## config.mk

```make
export PLATFORM = sky130hd
export DESIGN_NAME = bma_address_map
export DESIGN_NICKNAME = d
export VERILOG_FILES = /design/src/inc/bma_pkg.sv /design/src/rtl/bma_data_decode.sv /design/src/rtl/bma_address_map.sv
export SDC_FILE = /design/constraint.sdc
export NUM_CORES = 2
export LEC_CHECK = 0
export BUFFER_PORTS_ARGS = -buffer_cell sky130_fd_sc_hd__buf_2
export CORE_UTILIZATION = 65
export CTS_BUF_LIST = sky130_fd_sc_hd__clkbuf_8
export CTS_CLUSTER_SIZE = 20
export DETAILED_ROUTE_END_ITERATION = 12
export GPL_ROUTABILITY_DRIVEN = 0
export PLACE_DENSITY_LB_ADDON = 0.08
export SYNTH_ARGS = -nofsm -noshare
export SYNTH_HDL_FRONTEND = slang
export SYNTH_SLANG_ARGS = --single-unit
```

## constraint.sdc

```tcl
create_clock -name i_ref_clk -period 4.9 [get_ports i_ref_clk]
set_input_delay 0.49 -clock i_ref_clk [delete_from_list [all_inputs] [get_ports i_ref_clk]]
set_output_delay 0.49 -clock i_ref_clk [all_outputs]
set_load 0.01 [all_outputs]
```

## src/inc/bma_pkg.sv

```systemverilog
/*
 * Constants for the banked memory address map: program counter widths,
 * vectors, data memory banking, core register offsets and status bit positions.
 * Assumes a single clock domain and a core that drives one access per cycle.
 */
package bma_pkg;
    // Program side.
    localparam int PC_WIDTH = 13;
    localparam int PROG_IMPL_WIDTH = 11;
    localparam logic [12:0] RESET_VECTOR = 13'h0000;
    localparam logic [12:0] INTR_VECTOR = 13'h0004;
    // Data side.
    localparam int BANK_ADDR_WIDTH = 7;
    localparam int DATA_ADDR_WIDTH = 9;
    localparam int GENERAL_RAM_WORDS = 128;
    localparam logic [6:0] SPECIAL_REGISTER_TOP = 7'h1f;
    localparam logic [6:0] COMMON_BASE = 7'h70;
    localparam logic [6:0] BANK1_GENERAL_RAM_LAST = 7'h3f;
    // Core register offsets within a bank.
    localparam logic [6:0] OFS_INDIRECT_ACCESS_PORT = 7'h00;
    localparam logic [6:0] OFS_PROGRAM_COUNTER_LOW = 7'h02;
    localparam logic [6:0] OFS_CORE_STATUS = 7'h03;
    localparam logic [6:0] OFS_INDIRECT_POINTER = 7'h04;
    // Status bit positions.
    localparam int ST_INDIRECT_BANK_BIT = 7;
    localparam int ST_BANK_SELECT_HIGH = 6;
    localparam int ST_BANK_SELECT_LOW = 5;
    // Reset values.
    localparam logic [7:0] STATUS_RESET = 8'h18;
    localparam logic [7:0] POINTER_RESET = 8'h00;
endpackage : bma_pkg

```

## src/rtl/bma_data_decode.sv

```systemverilog
/*
 * Pure decode of a 9-bit data address into a general RAM index.
 * Assumes the caller has already removed core register locations.
 */
module bma_data_decode
    import bma_pkg::*;
(
    // Address in.
    input wire logic [8:0] i_addr,
    // Decode out.
    output logic o_hit,
    output logic [6:0] o_index
);
    logic [1:0] bank;
    logic [6:0] ofs;

    // Banks 1 to 3 top window and bank 0 RAM share one index space.
    always_comb begin
        bank = i_addr[8:7];
        ofs = i_addr[6:0];
        o_hit = 1'b0;
        o_index = 7'h00;
        if (ofs >= COMMON_BASE) begin
            o_hit = 1'b1;
            o_index = ofs;
        end else if (bank == 2'h0 && ofs > SPECIAL_REGISTER_TOP) begin
            o_hit = 1'b1;
            o_index = ofs;
        end else if (bank == 2'h1 && ofs > SPECIAL_REGISTER_TOP && ofs <= BANK1_GENERAL_RAM_LAST) begin
            // Bank 1 RAM reuses the free indices 00h-1Fh of the bank 0 space.
            o_hit = 1'b1;
            o_index = ofs - 7'h20;
        end
    end
endmodule : bma_data_decode

```

## src/rtl/bma_address_map.sv

```systemverilog
/*
 * Program counter and banked data memory map with core registers and RAM.
 * The counter feeds an 11-bit fetch address; data accesses are decoded into the
 * shared status, pointer and counter low byte, the general RAM or peripheral space.
 * Assumes the core presents one data access per cycle and reads data combinationally
 * from registered state; peripheral registers live outside this block.
 * The core waits one cycle for read data, which stands until the next access.
 */
module bma_address_map
    import bma_pkg::*;
(
    // Clock and reset.
    input wire logic i_ref_clk,
    input wire logic i_reset,
    // Program counter control.
    input wire logic i_pc_advance,
    input wire logic i_pc_load,
    input wire logic [12:0] i_pc_target,
    input wire logic i_intr_accept,
    // Data access from the core.
    input wire logic i_access_en,
    input wire logic i_write_en,
    input wire logic [6:0] i_opcode_addr,
    input wire logic [7:0] i_write_data,
    // Program side outputs.
    output logic [12:0] o_pc,
    output logic [10:0] o_fetch_addr,
    // Data side outputs.
    output logic [7:0] o_read_data,
    output logic [8:0] o_eff_addr,
    output logic [7:0] o_core_status,
    output logic o_periph_sel
);
    typedef struct packed {
        // Program side.
        logic [12:0] pc;
        // Core registers, one copy shared by every bank.
        logic [7:0] status;
        logic [7:0] pointer;
        // Registered answer of the last data access.
        logic [7:0] rdata;
        logic [8:0] eff;
        logic periph;
        // General RAM: bank 0 bytes, with the bank 1 bytes folded into the free low indices.
        logic [GENERAL_RAM_WORDS-1:0][7:0] ram;
    } bma_state_t;

    // Effective data address: offset zero takes the pointer and the indirect bank bit,
    // any other offset takes the two bank-select bits above the opcode offset.
    function automatic logic [8:0] form_eff_addr(input logic [7:0] status, input logic [7:0] pointer,
                                                 input logic [6:0] ofs);
        logic [8:0] result;
        if (ofs == OFS_INDIRECT_ACCESS_PORT) begin
            result = {status[ST_INDIRECT_BANK_BIT], pointer};
        end else begin
            result = {status[ST_BANK_SELECT_HIGH], status[ST_BANK_SELECT_LOW], ofs};
        end
        return result;
    endfunction : form_eff_addr

    // Program counter step. The carry is cut on purpose, so the top word wraps to zero.
    function automatic logic [12:0] step_pc(input logic [12:0] pc);
        logic [13:0] sum;
        sum = {1'b0, pc} + 14'h0001;
        return sum[12:0];
    endfunction : step_pc

    // Program counter control priority: interrupt over load, load over step.
    function automatic logic [12:0] select_pc(input logic [12:0] pc, input logic adv, input logic load,
                                              input logic [12:0] target, input logic intr);
        logic [12:0] result;
        result = pc;
        if (intr) begin
            result = INTR_VECTOR;
        end else if (load) begin
            result = target;
        end else if (adv) begin
            result = step_pc(pc);
        end
        return result;
    endfunction : select_pc

    // A write to the low byte replaces bits 7:0 only; the upper five bits of the counter stay.
    function automatic logic [12:0] load_pc_low(input logic [12:0] pc, input logic [7:0] wdata);
        return {pc[12:8], wdata};
    endfunction : load_pc_low

    // Status write merge. Only the bank and indirect bits follow the core; the flag bits keep
    // their value because the arithmetic unit owns them, and a stray write must not corrupt them.
    function automatic logic [7:0] merge_status(input logic [7:0] old_status, input logic [7:0] wdata);
        logic [7:0] result;
        result = old_status;
        result[ST_INDIRECT_BANK_BIT] = wdata[ST_INDIRECT_BANK_BIT];
        result[ST_BANK_SELECT_HIGH] = wdata[ST_BANK_SELECT_HIGH];
        result[ST_BANK_SELECT_LOW] = wdata[ST_BANK_SELECT_LOW];
        return result;
    endfunction : merge_status

    // Offsets that hold a core register; these ignore the bank bits.
    function automatic logic is_core_offset(input logic [6:0] ofs);
        logic result;
        unique case (ofs)
            OFS_INDIRECT_ACCESS_PORT, OFS_PROGRAM_COUNTER_LOW, OFS_CORE_STATUS, OFS_INDIRECT_POINTER: begin
                result = 1'b1;
            end
            default: begin
                result = 1'b0;
            end
        endcase
        return result;
    endfunction : is_core_offset

    // Offsets below the general RAM that are not core registers belong to a peripheral outside.
    function automatic logic is_peripheral_offset(input logic [6:0] ofs);
        return (ofs <= SPECIAL_REGISTER_TOP) && !is_core_offset(ofs);
    endfunction : is_peripheral_offset

    // Registered state and its next value.
    bma_state_t st_reg;
    bma_state_t st_next;
    // Address path into the RAM decoder.
    logic [8:0] addr;
    logic ram_hit;
    logic [6:0] ram_index;

    // Effective address: location zero redirects through the pointer.
    always_comb begin
        addr = form_eff_addr(st_reg.status, st_reg.pointer, i_opcode_addr);
    end

    bma_data_decode u_decode (
        .i_addr(addr),
        .o_hit(ram_hit),
        .o_index(ram_index)
    );

    // Next state: program counter, core registers, RAM and read data.
    always_comb begin
        st_next = st_reg;
        st_next.periph = 1'b0;
        // Program counter controls; a low-byte write below overrides them in the same cycle.
        st_next.pc = select_pc(st_reg.pc, i_pc_advance, i_pc_load, i_pc_target, i_intr_accept);
        // Data access: the answer is registered and shows right after the taking edge.
        if (i_access_en) begin
            st_next.eff = addr;
            st_next.rdata = 8'h00;
            // Core registers ignore the bank bits, so every bank sees the same copy.
            unique case (addr[6:0])
                OFS_PROGRAM_COUNTER_LOW: begin
                    st_next.rdata = st_reg.pc[7:0];
                    if (i_write_en) begin
                        st_next.pc = load_pc_low(st_reg.pc, i_write_data);
                    end
                end
                OFS_CORE_STATUS: begin
                    st_next.rdata = st_reg.status;
                    if (i_write_en) begin
                        // Only the bank and indirect bits are writable here.
                        st_next.status = merge_status(st_reg.status, i_write_data);
                    end
                end
                OFS_INDIRECT_POINTER: begin
                    st_next.rdata = st_reg.pointer;
                    if (i_write_en) begin
                        st_next.pointer = i_write_data;
                    end
                end
                OFS_INDIRECT_ACCESS_PORT: begin
                    st_next.rdata = 8'h00; // pointer aimed at the access port reads zero.
                end
                default: begin
                    // Read before write, so a byte written now shows on the next access.
                    if (ram_hit) begin
                        st_next.rdata = st_reg.ram[ram_index];
                        if (i_write_en) begin
                            st_next.ram[ram_index] = i_write_data;
                        end
                    end else if (is_peripheral_offset(addr[6:0])) begin
                        // Peripheral space is served outside; writes to unimplemented space are dropped.
                        st_next.periph = 1'b1;
                    end
                end
            endcase
        end
    end

    // Single register stage; RAM keeps its contents over reset.
    always_ff @(posedge i_ref_clk) begin
        if (i_reset) begin
            st_reg.pc <= RESET_VECTOR;
            st_reg.status <= STATUS_RESET;
            st_reg.pointer <= POINTER_RESET;
            st_reg.rdata <= 8'h00;
            st_reg.eff <= 9'h000;
            st_reg.periph <= 1'b0;
            // RAM holds its contents; a write offered during reset is ignored.
            st_reg.ram <= st_reg.ram;
        end else begin
            st_reg <= st_next;
        end
    end

    // Outputs from registered state.
    assign o_pc = st_reg.pc;
    assign o_fetch_addr = st_reg.pc[PROG_IMPL_WIDTH-1:0];
    assign o_read_data = st_reg.rdata;
    assign o_eff_addr = st_reg.eff;
    assign o_core_status = st_reg.status;
    assign o_periph_sel = st_reg.periph;
endmodule : bma_address_map

```

# After elaboration in Yosys (flattened, before gate mapping)
# Cells that the tools add are included.
# totals
n_memories	0
rom_bits	0
in_bits	35
regBits	1066
out_inout_bits	50
ramBits	0
latch_bits	0
word_cells	197
# classes
magnitude_cmp	6
div	0
n_reduce_logical	14
n_shift	0
n_eq_ne	5
muxes	32
n_addsub	2
n_bitwise	3
n_mul	0
# ops
operator	n
1024-bit two-way mux	2
1071-bit two-way mux	1
1025-bit two-way mux	1
1024-bit bitwise mux	1
13-bit two-way mux	5
8-bit binary-select mux with 7-bit select	1
8-bit demux with 7-bit select	1
8-bit two-way mux	7
8-bit case mux with 4 select lines	1
7-bit two-way mux	3
7-bit by 2-bit == test with 1-bit output, second input constant	2
7-bit zero test	2
13-bit by 1-bit adder with 13-bit output, second input constant	1
9-bit two-way mux	1
7-bit by 8-bit less-than comparator with 1-bit output, second input constant	1
1-bit two-way mux	8
7-bit by 3-bit == test with 1-bit output, second input constant	1
7-bit by 1-bit >= comparator with 1-bit output, second input constant	1
7-bit >= comparator, second input constant	1
7-bit by 5-bit > comparator with 1-bit output, second input constant	1
7-bit by 5-bit less-or-equal comparator with 1-bit output, second input constant	1
7-bit by 6-bit less-or-equal comparator with 1-bit output, second input constant	1
7-bit OR reduction	1
7-bit by 6-bit subtractor with 7-bit output, second input constant	1
9 further kinds	16

# Logic depth before layout (Yosys ltp)
# logic_depth
depth_word	17
ltp_mapped	17
ltp_nobuf	11

# Modules after synthesis
# From an unflattened synthesis, not the netlist that was laid out.
# unflattened
cells_unflattened	2674
hier_area_um2	43107.6
# modules_own_cells
mod	cells_per_inst	seq_area_each_um2	area_each_um2	n_inst
bma_address_map	2647	31590.3	42883.6	1
bma_data_decode	27	0.0	224.0	1

# Least setup slack after synthesis
# Ideal clock, no wire load.
# synth_path
path_type	in2reg
startpoint	input port i_opcode_addr[6]
endpoint	register with a tool-made name
setup_time_ps	371
required_time_ps	4529
path_stages	12
t_arrival_ps	3395
path_slack_ps	1134
path_buffers	6
cell_sequence	buf_4 nor3_1 buf_2 and4b_1 o22ai_4 a21oi_1 clkbuf_1 buf_2 buf_2 nand2_1 clkbuf_1 nor2_1
# synth_lines
element	line	source
start, declared	bma_address_map.sv:23	input wire logic [6:0] i_opcode_addr,

# Worst setup path after layout
# layout_path
startpoint	register st_reg[1049] (netlist bit)
endpoint	register st_reg (netlist bit o_read_data[6])
# layout_via
elab_chain_len	11
elab_cells_between_ends	16
classes_between	1 x eq/ne; 11 x mux; 4 x reduce/logical
# layout_lines
element	line	source
start, declared	bma_address_map.sv:119	bma_state_t st_reg;
start signal, assigned	bma_address_map.sv:199	st_reg <= st_next;
9-bit two-way mux (*)	bma_address_map.sv:53	if (ofs == OFS_INDIRECT_ACCESS_PORT) begin
2-bit by 1-bit == test with 1-bit output	bma_data_decode.sv:29	end else if (bank == 2'h1 && ofs > SPECIAL_REGISTER_TOP && ofs <= BANK1_GENERAL_RAM_LAST) begin
1-bit logical AND (2 in series)	bma_data_decode.sv:29	
7-bit two-way mux	bma_data_decode.sv:29	
7-bit two-way mux	bma_data_decode.sv:26	end else if (bank == 2'h0 && ofs > SPECIAL_REGISTER_TOP) begin
7-bit two-way mux	bma_data_decode.sv:23	if (ofs >= COMMON_BASE) begin
8-bit binary-select mux with 7-bit select	bma_address_map.sv:174	st_next.rdata = st_reg.ram[ram_index];
8-bit two-way mux (implied by the code)	bma_address_map.sv:174	
8-bit two-way mux (*)	bma_address_map.sv:173	if (ram_hit) begin
8-bit case mux with 4 select lines (*)	bma_address_map.sv:148	unique case (addr[6:0])
# Every way passes the cells marked *; elsewhere a longest branch is shown, timed or not. The select of a mux whose other input is x is not followed.
# A chain may end at the register's enable or synchronous reset.

==> run_results.csv <==
group,metric,value,unit
outcome,status,"finished, final reports clean",
logic_synthesis,synth-simple-area-share,8.619,%
logic_synthesis,synth.distinct_cells,75,
logic_synthesis,synthXorXnorAreaFrac,0.1643,%
global_route,grt_usage,36.20,%
die,boundaryPins,85,
detailed_routing,wire_per_inst,29.24,um
cells_and_area,areaGrowthSynthToFinish,11.03,%
detailed_routing,vias,28510,
sta,rsz0062_at_grt,"false",
setup_path,reg2regPathDepth,11,
die,num_rows,93,
sta,setup_violations,0,
logic_synthesis,synth_area_leaders,"edfxtp_1 72%, nand2_1 4.2%, mux2i_1 2.1%",
sta,tns,0,ps
clock_network,numCtsBuffers,163,
global_route,grt_start_max_net_pins,93,
global_route,grt_pass1_vias,26760,
setup_path,critical-path-top-delay-family,"compound AO/OA/AOI/OAI gates",
logic_synthesis,syn_area,0.04265,mm^2
global_route,antenna_found_initial,7,
clock_network,h-tree-depth,4,
logic_synthesis,synth-seq-cells,1066,
clock_network,clk_latency,830,ps
setup_path,crit_path_cell_trace,"o21ai_0 -> and4b_1 -> o22ai_4 -> buf_4 -> a211o_2 -> a211oi_1 -> nor4_1 -> o22ai_1 -> or3_1 -> a221oi_1 -> a31o_1",
setup_path,crit_type,"register to register",
die,die_h,258.2,um
die,core_area,0.06470,mm^2
logic_synthesis,synth_top_area_share,72.10,%
clock_network,cts.path.max_buffers,3,
sta,finalCritPeriodShare,86.11,%
logic_synthesis,synth.mux.area_fraction,2.693,%
logic_synthesis,synth_compound_gate_area_share,11.18,%
placed_design,hpwlAfterDp,72.27,mm
clock_network,holdBufCountCts,0,
clock_network,root_buffer,"clkbuf_8",
clock_network,cts_tree,"built",
sta,max_freq,237.0,MHz
logic_synthesis,yosys_warnings,0,
logic_synthesis,synth_top_family_by_area,"compound AO/OA/AOI/OAI gates",
setup_path,critical_path.max_stage_delay,890,ps
global_route,grt.overflow.total,0,
detailed_routing,wirelength,119.9,mm
power,leakage,15.97,nW
cells_and_area,post-route-util,73.19,%
sta,drv_slew,0,
power,ir_drop,0.0002739,V
cells_and_area,layout.nets,3163,
logic_synthesis,seq_area_frac_synth,74.07,%
flow_run,drv_cap,0,
logic_synthesis,async_flop_share,0,%
setup_path,path_buf_inv,1,
detailed_routing,ant_nets,0,
setup_path,critPathMaxFanout,27,
die,die_area,0.06664,mm^2
detailed_routing,drtPass1Iterations,6,
die,start_util,65.92,%
power,power_density,382.3,mW/mm^2
detailed_routing,drc,0,
cells_and_area,final_common_cell,"edfxtp_1",
global_route,grt.met1_usage,51.36,%
setup_path,crit_cells,11,
logic_synthesis,synth_flop_cell,"edfxtp_1",
setup_path,slowest_stage,"a211o_2",
sta,relSlewSlack,24.15,%
cells_and_area,layout_common_cells,"1024 x edfxtp_1, 479 x nand2_1, 206 x nor2_1",
setup_path,cp-end-kind,"register",
global_route,met3_usage,9.707,%
global_route,grt_pass1_wl,175.1,mm
sta,period_minus_slack,4220,ps
detailed_routing,vias_per_cell,6.950,
detailed_routing,drtIter0Drc,4770,
logic_synthesis,avgSynthCellArea,14.39,um^2
logic_synthesis,yosysTopAreaCell,"edfxtp_1",
sta,hold_viol_final,0,
clock_network,cts.repair.resized,0,
setup_path,reg2reg_slack,680,ps
clock_network,cts_setup_buffers,0,
placed_design,portBuffers,79,
clock_network,clk_pin_slew,60,ps
global_route,busiest_layer,"met2",
die,die_x,258.2,um
sta,tightestPinTransition,1138,ps
setup_path,start_kind,"register",
sta,fin_skew,48.98,ps
worst_hold_path,hp-class,"input pin to register",
logic_synthesis,synthAdderAreaFrac,0.02934,%
logic_synthesis,synth_edf_count,1024,
worst_hold_path,min_path_cells,5,
setup_path,crit_required,5670,ps
logic_synthesis,synth_cells,2963,
clock_network,clock-sinks,1066,
setup_path,arrival,4990,ps
global_route,use_met2,54.08,%
cells_and_area,drive_above_1_share,15.37,%
-- power breakdown --
group | switching [mW] | leakage (nW) | internal (mW) | total (mW)
sequential | 0.0261 | 9.54 | 10.0 | 10.0
combinational | 0.922 | 4.67 | 0.361 | 1.28
clock | 3.41 | 1.75 | 3.38 | 6.78
total | 4.36 | 16.0 | 13.7 | 18.1
-- cells by family after synthesis --
group,after synthesis
flip-flops,1066
AND/OR/NAND/NOR,877
AO/OA/AOI/OAI,635
buffers and inverters,262
multiplexers,112
XOR/XNOR,8
other,2
adder cells (fa/ha/maj),1
-- final timing paths --
path	start	endpoint
max	st_reg[1049]	o_read_data[6]
min reg2reg	o_eff_addr[7]	o_eff_addr[7]
max reg2reg	st_reg[1049]	o_read_data[6]
min	i_pc_target[6]	o_pc[6]
-- final cells by class --
cell class / count / area, um^2
Clock buffer: 173 / 2381
Multi-Input combinational cell: 1638 / 9809
Tap cell: 855 / 1070
Timing Repair Buffer: 249 / 1892
Antenna cell: 1 / 2.502
Sequential cell: 1066 / 31590
Fill cell: 4134 / 17350
Clock inverter: 111 / 571.8
Inverter: 9 / 33.78
-- worst min-delay path, delay by kind of cell --
kind	cells	cell delay, ps
simple gates	2	210
compound gates	2	110
buf+inv	1	80
-- cell usage after synthesis, drive strengths merged, types with 18 or more instances --
master,count
o21ai,23
a32oi,61
o211ai,18
nand2,479
dfxtp,42
nor3,26
mux2i,90
a31oi,90
a211oi,32
a221o,68
nor2,206
a22oi,28
clkbuf,81
a21oi,131
edfxtp,1024
a221oi,51
mux2,22
buf,172
nand3,113
-- per-stage QoR --
step           hold WS (ps)  total power [mW]  setup WS [ps]  std cells  instance area (um^2)
5_1_grt               94.52             18.56          610.9       4102                 47350
2_1_floorplan         461.6             10.88           1134       2966                 42660
6_report              86.71             18.10          680.4       4102                 47350
4_1_cts               42.51             18.08          866.7       4101                 47350
3_3_place_gp          472.1             11.43          384.6       3817                 44400
3_5_place_dp          476.5             11.46          252.0       3817                 44400
-- per-layer routing --
layer,wire length (um),part of all wire [%],vias to the layer above
met2,54500,45,2268
li1,-,-,11850
met4,4451,3.7,12
met1,44990,38,14090
met5,94,0.078,-
met3,15900,13,293
Power figures use the tool's default switching activity.
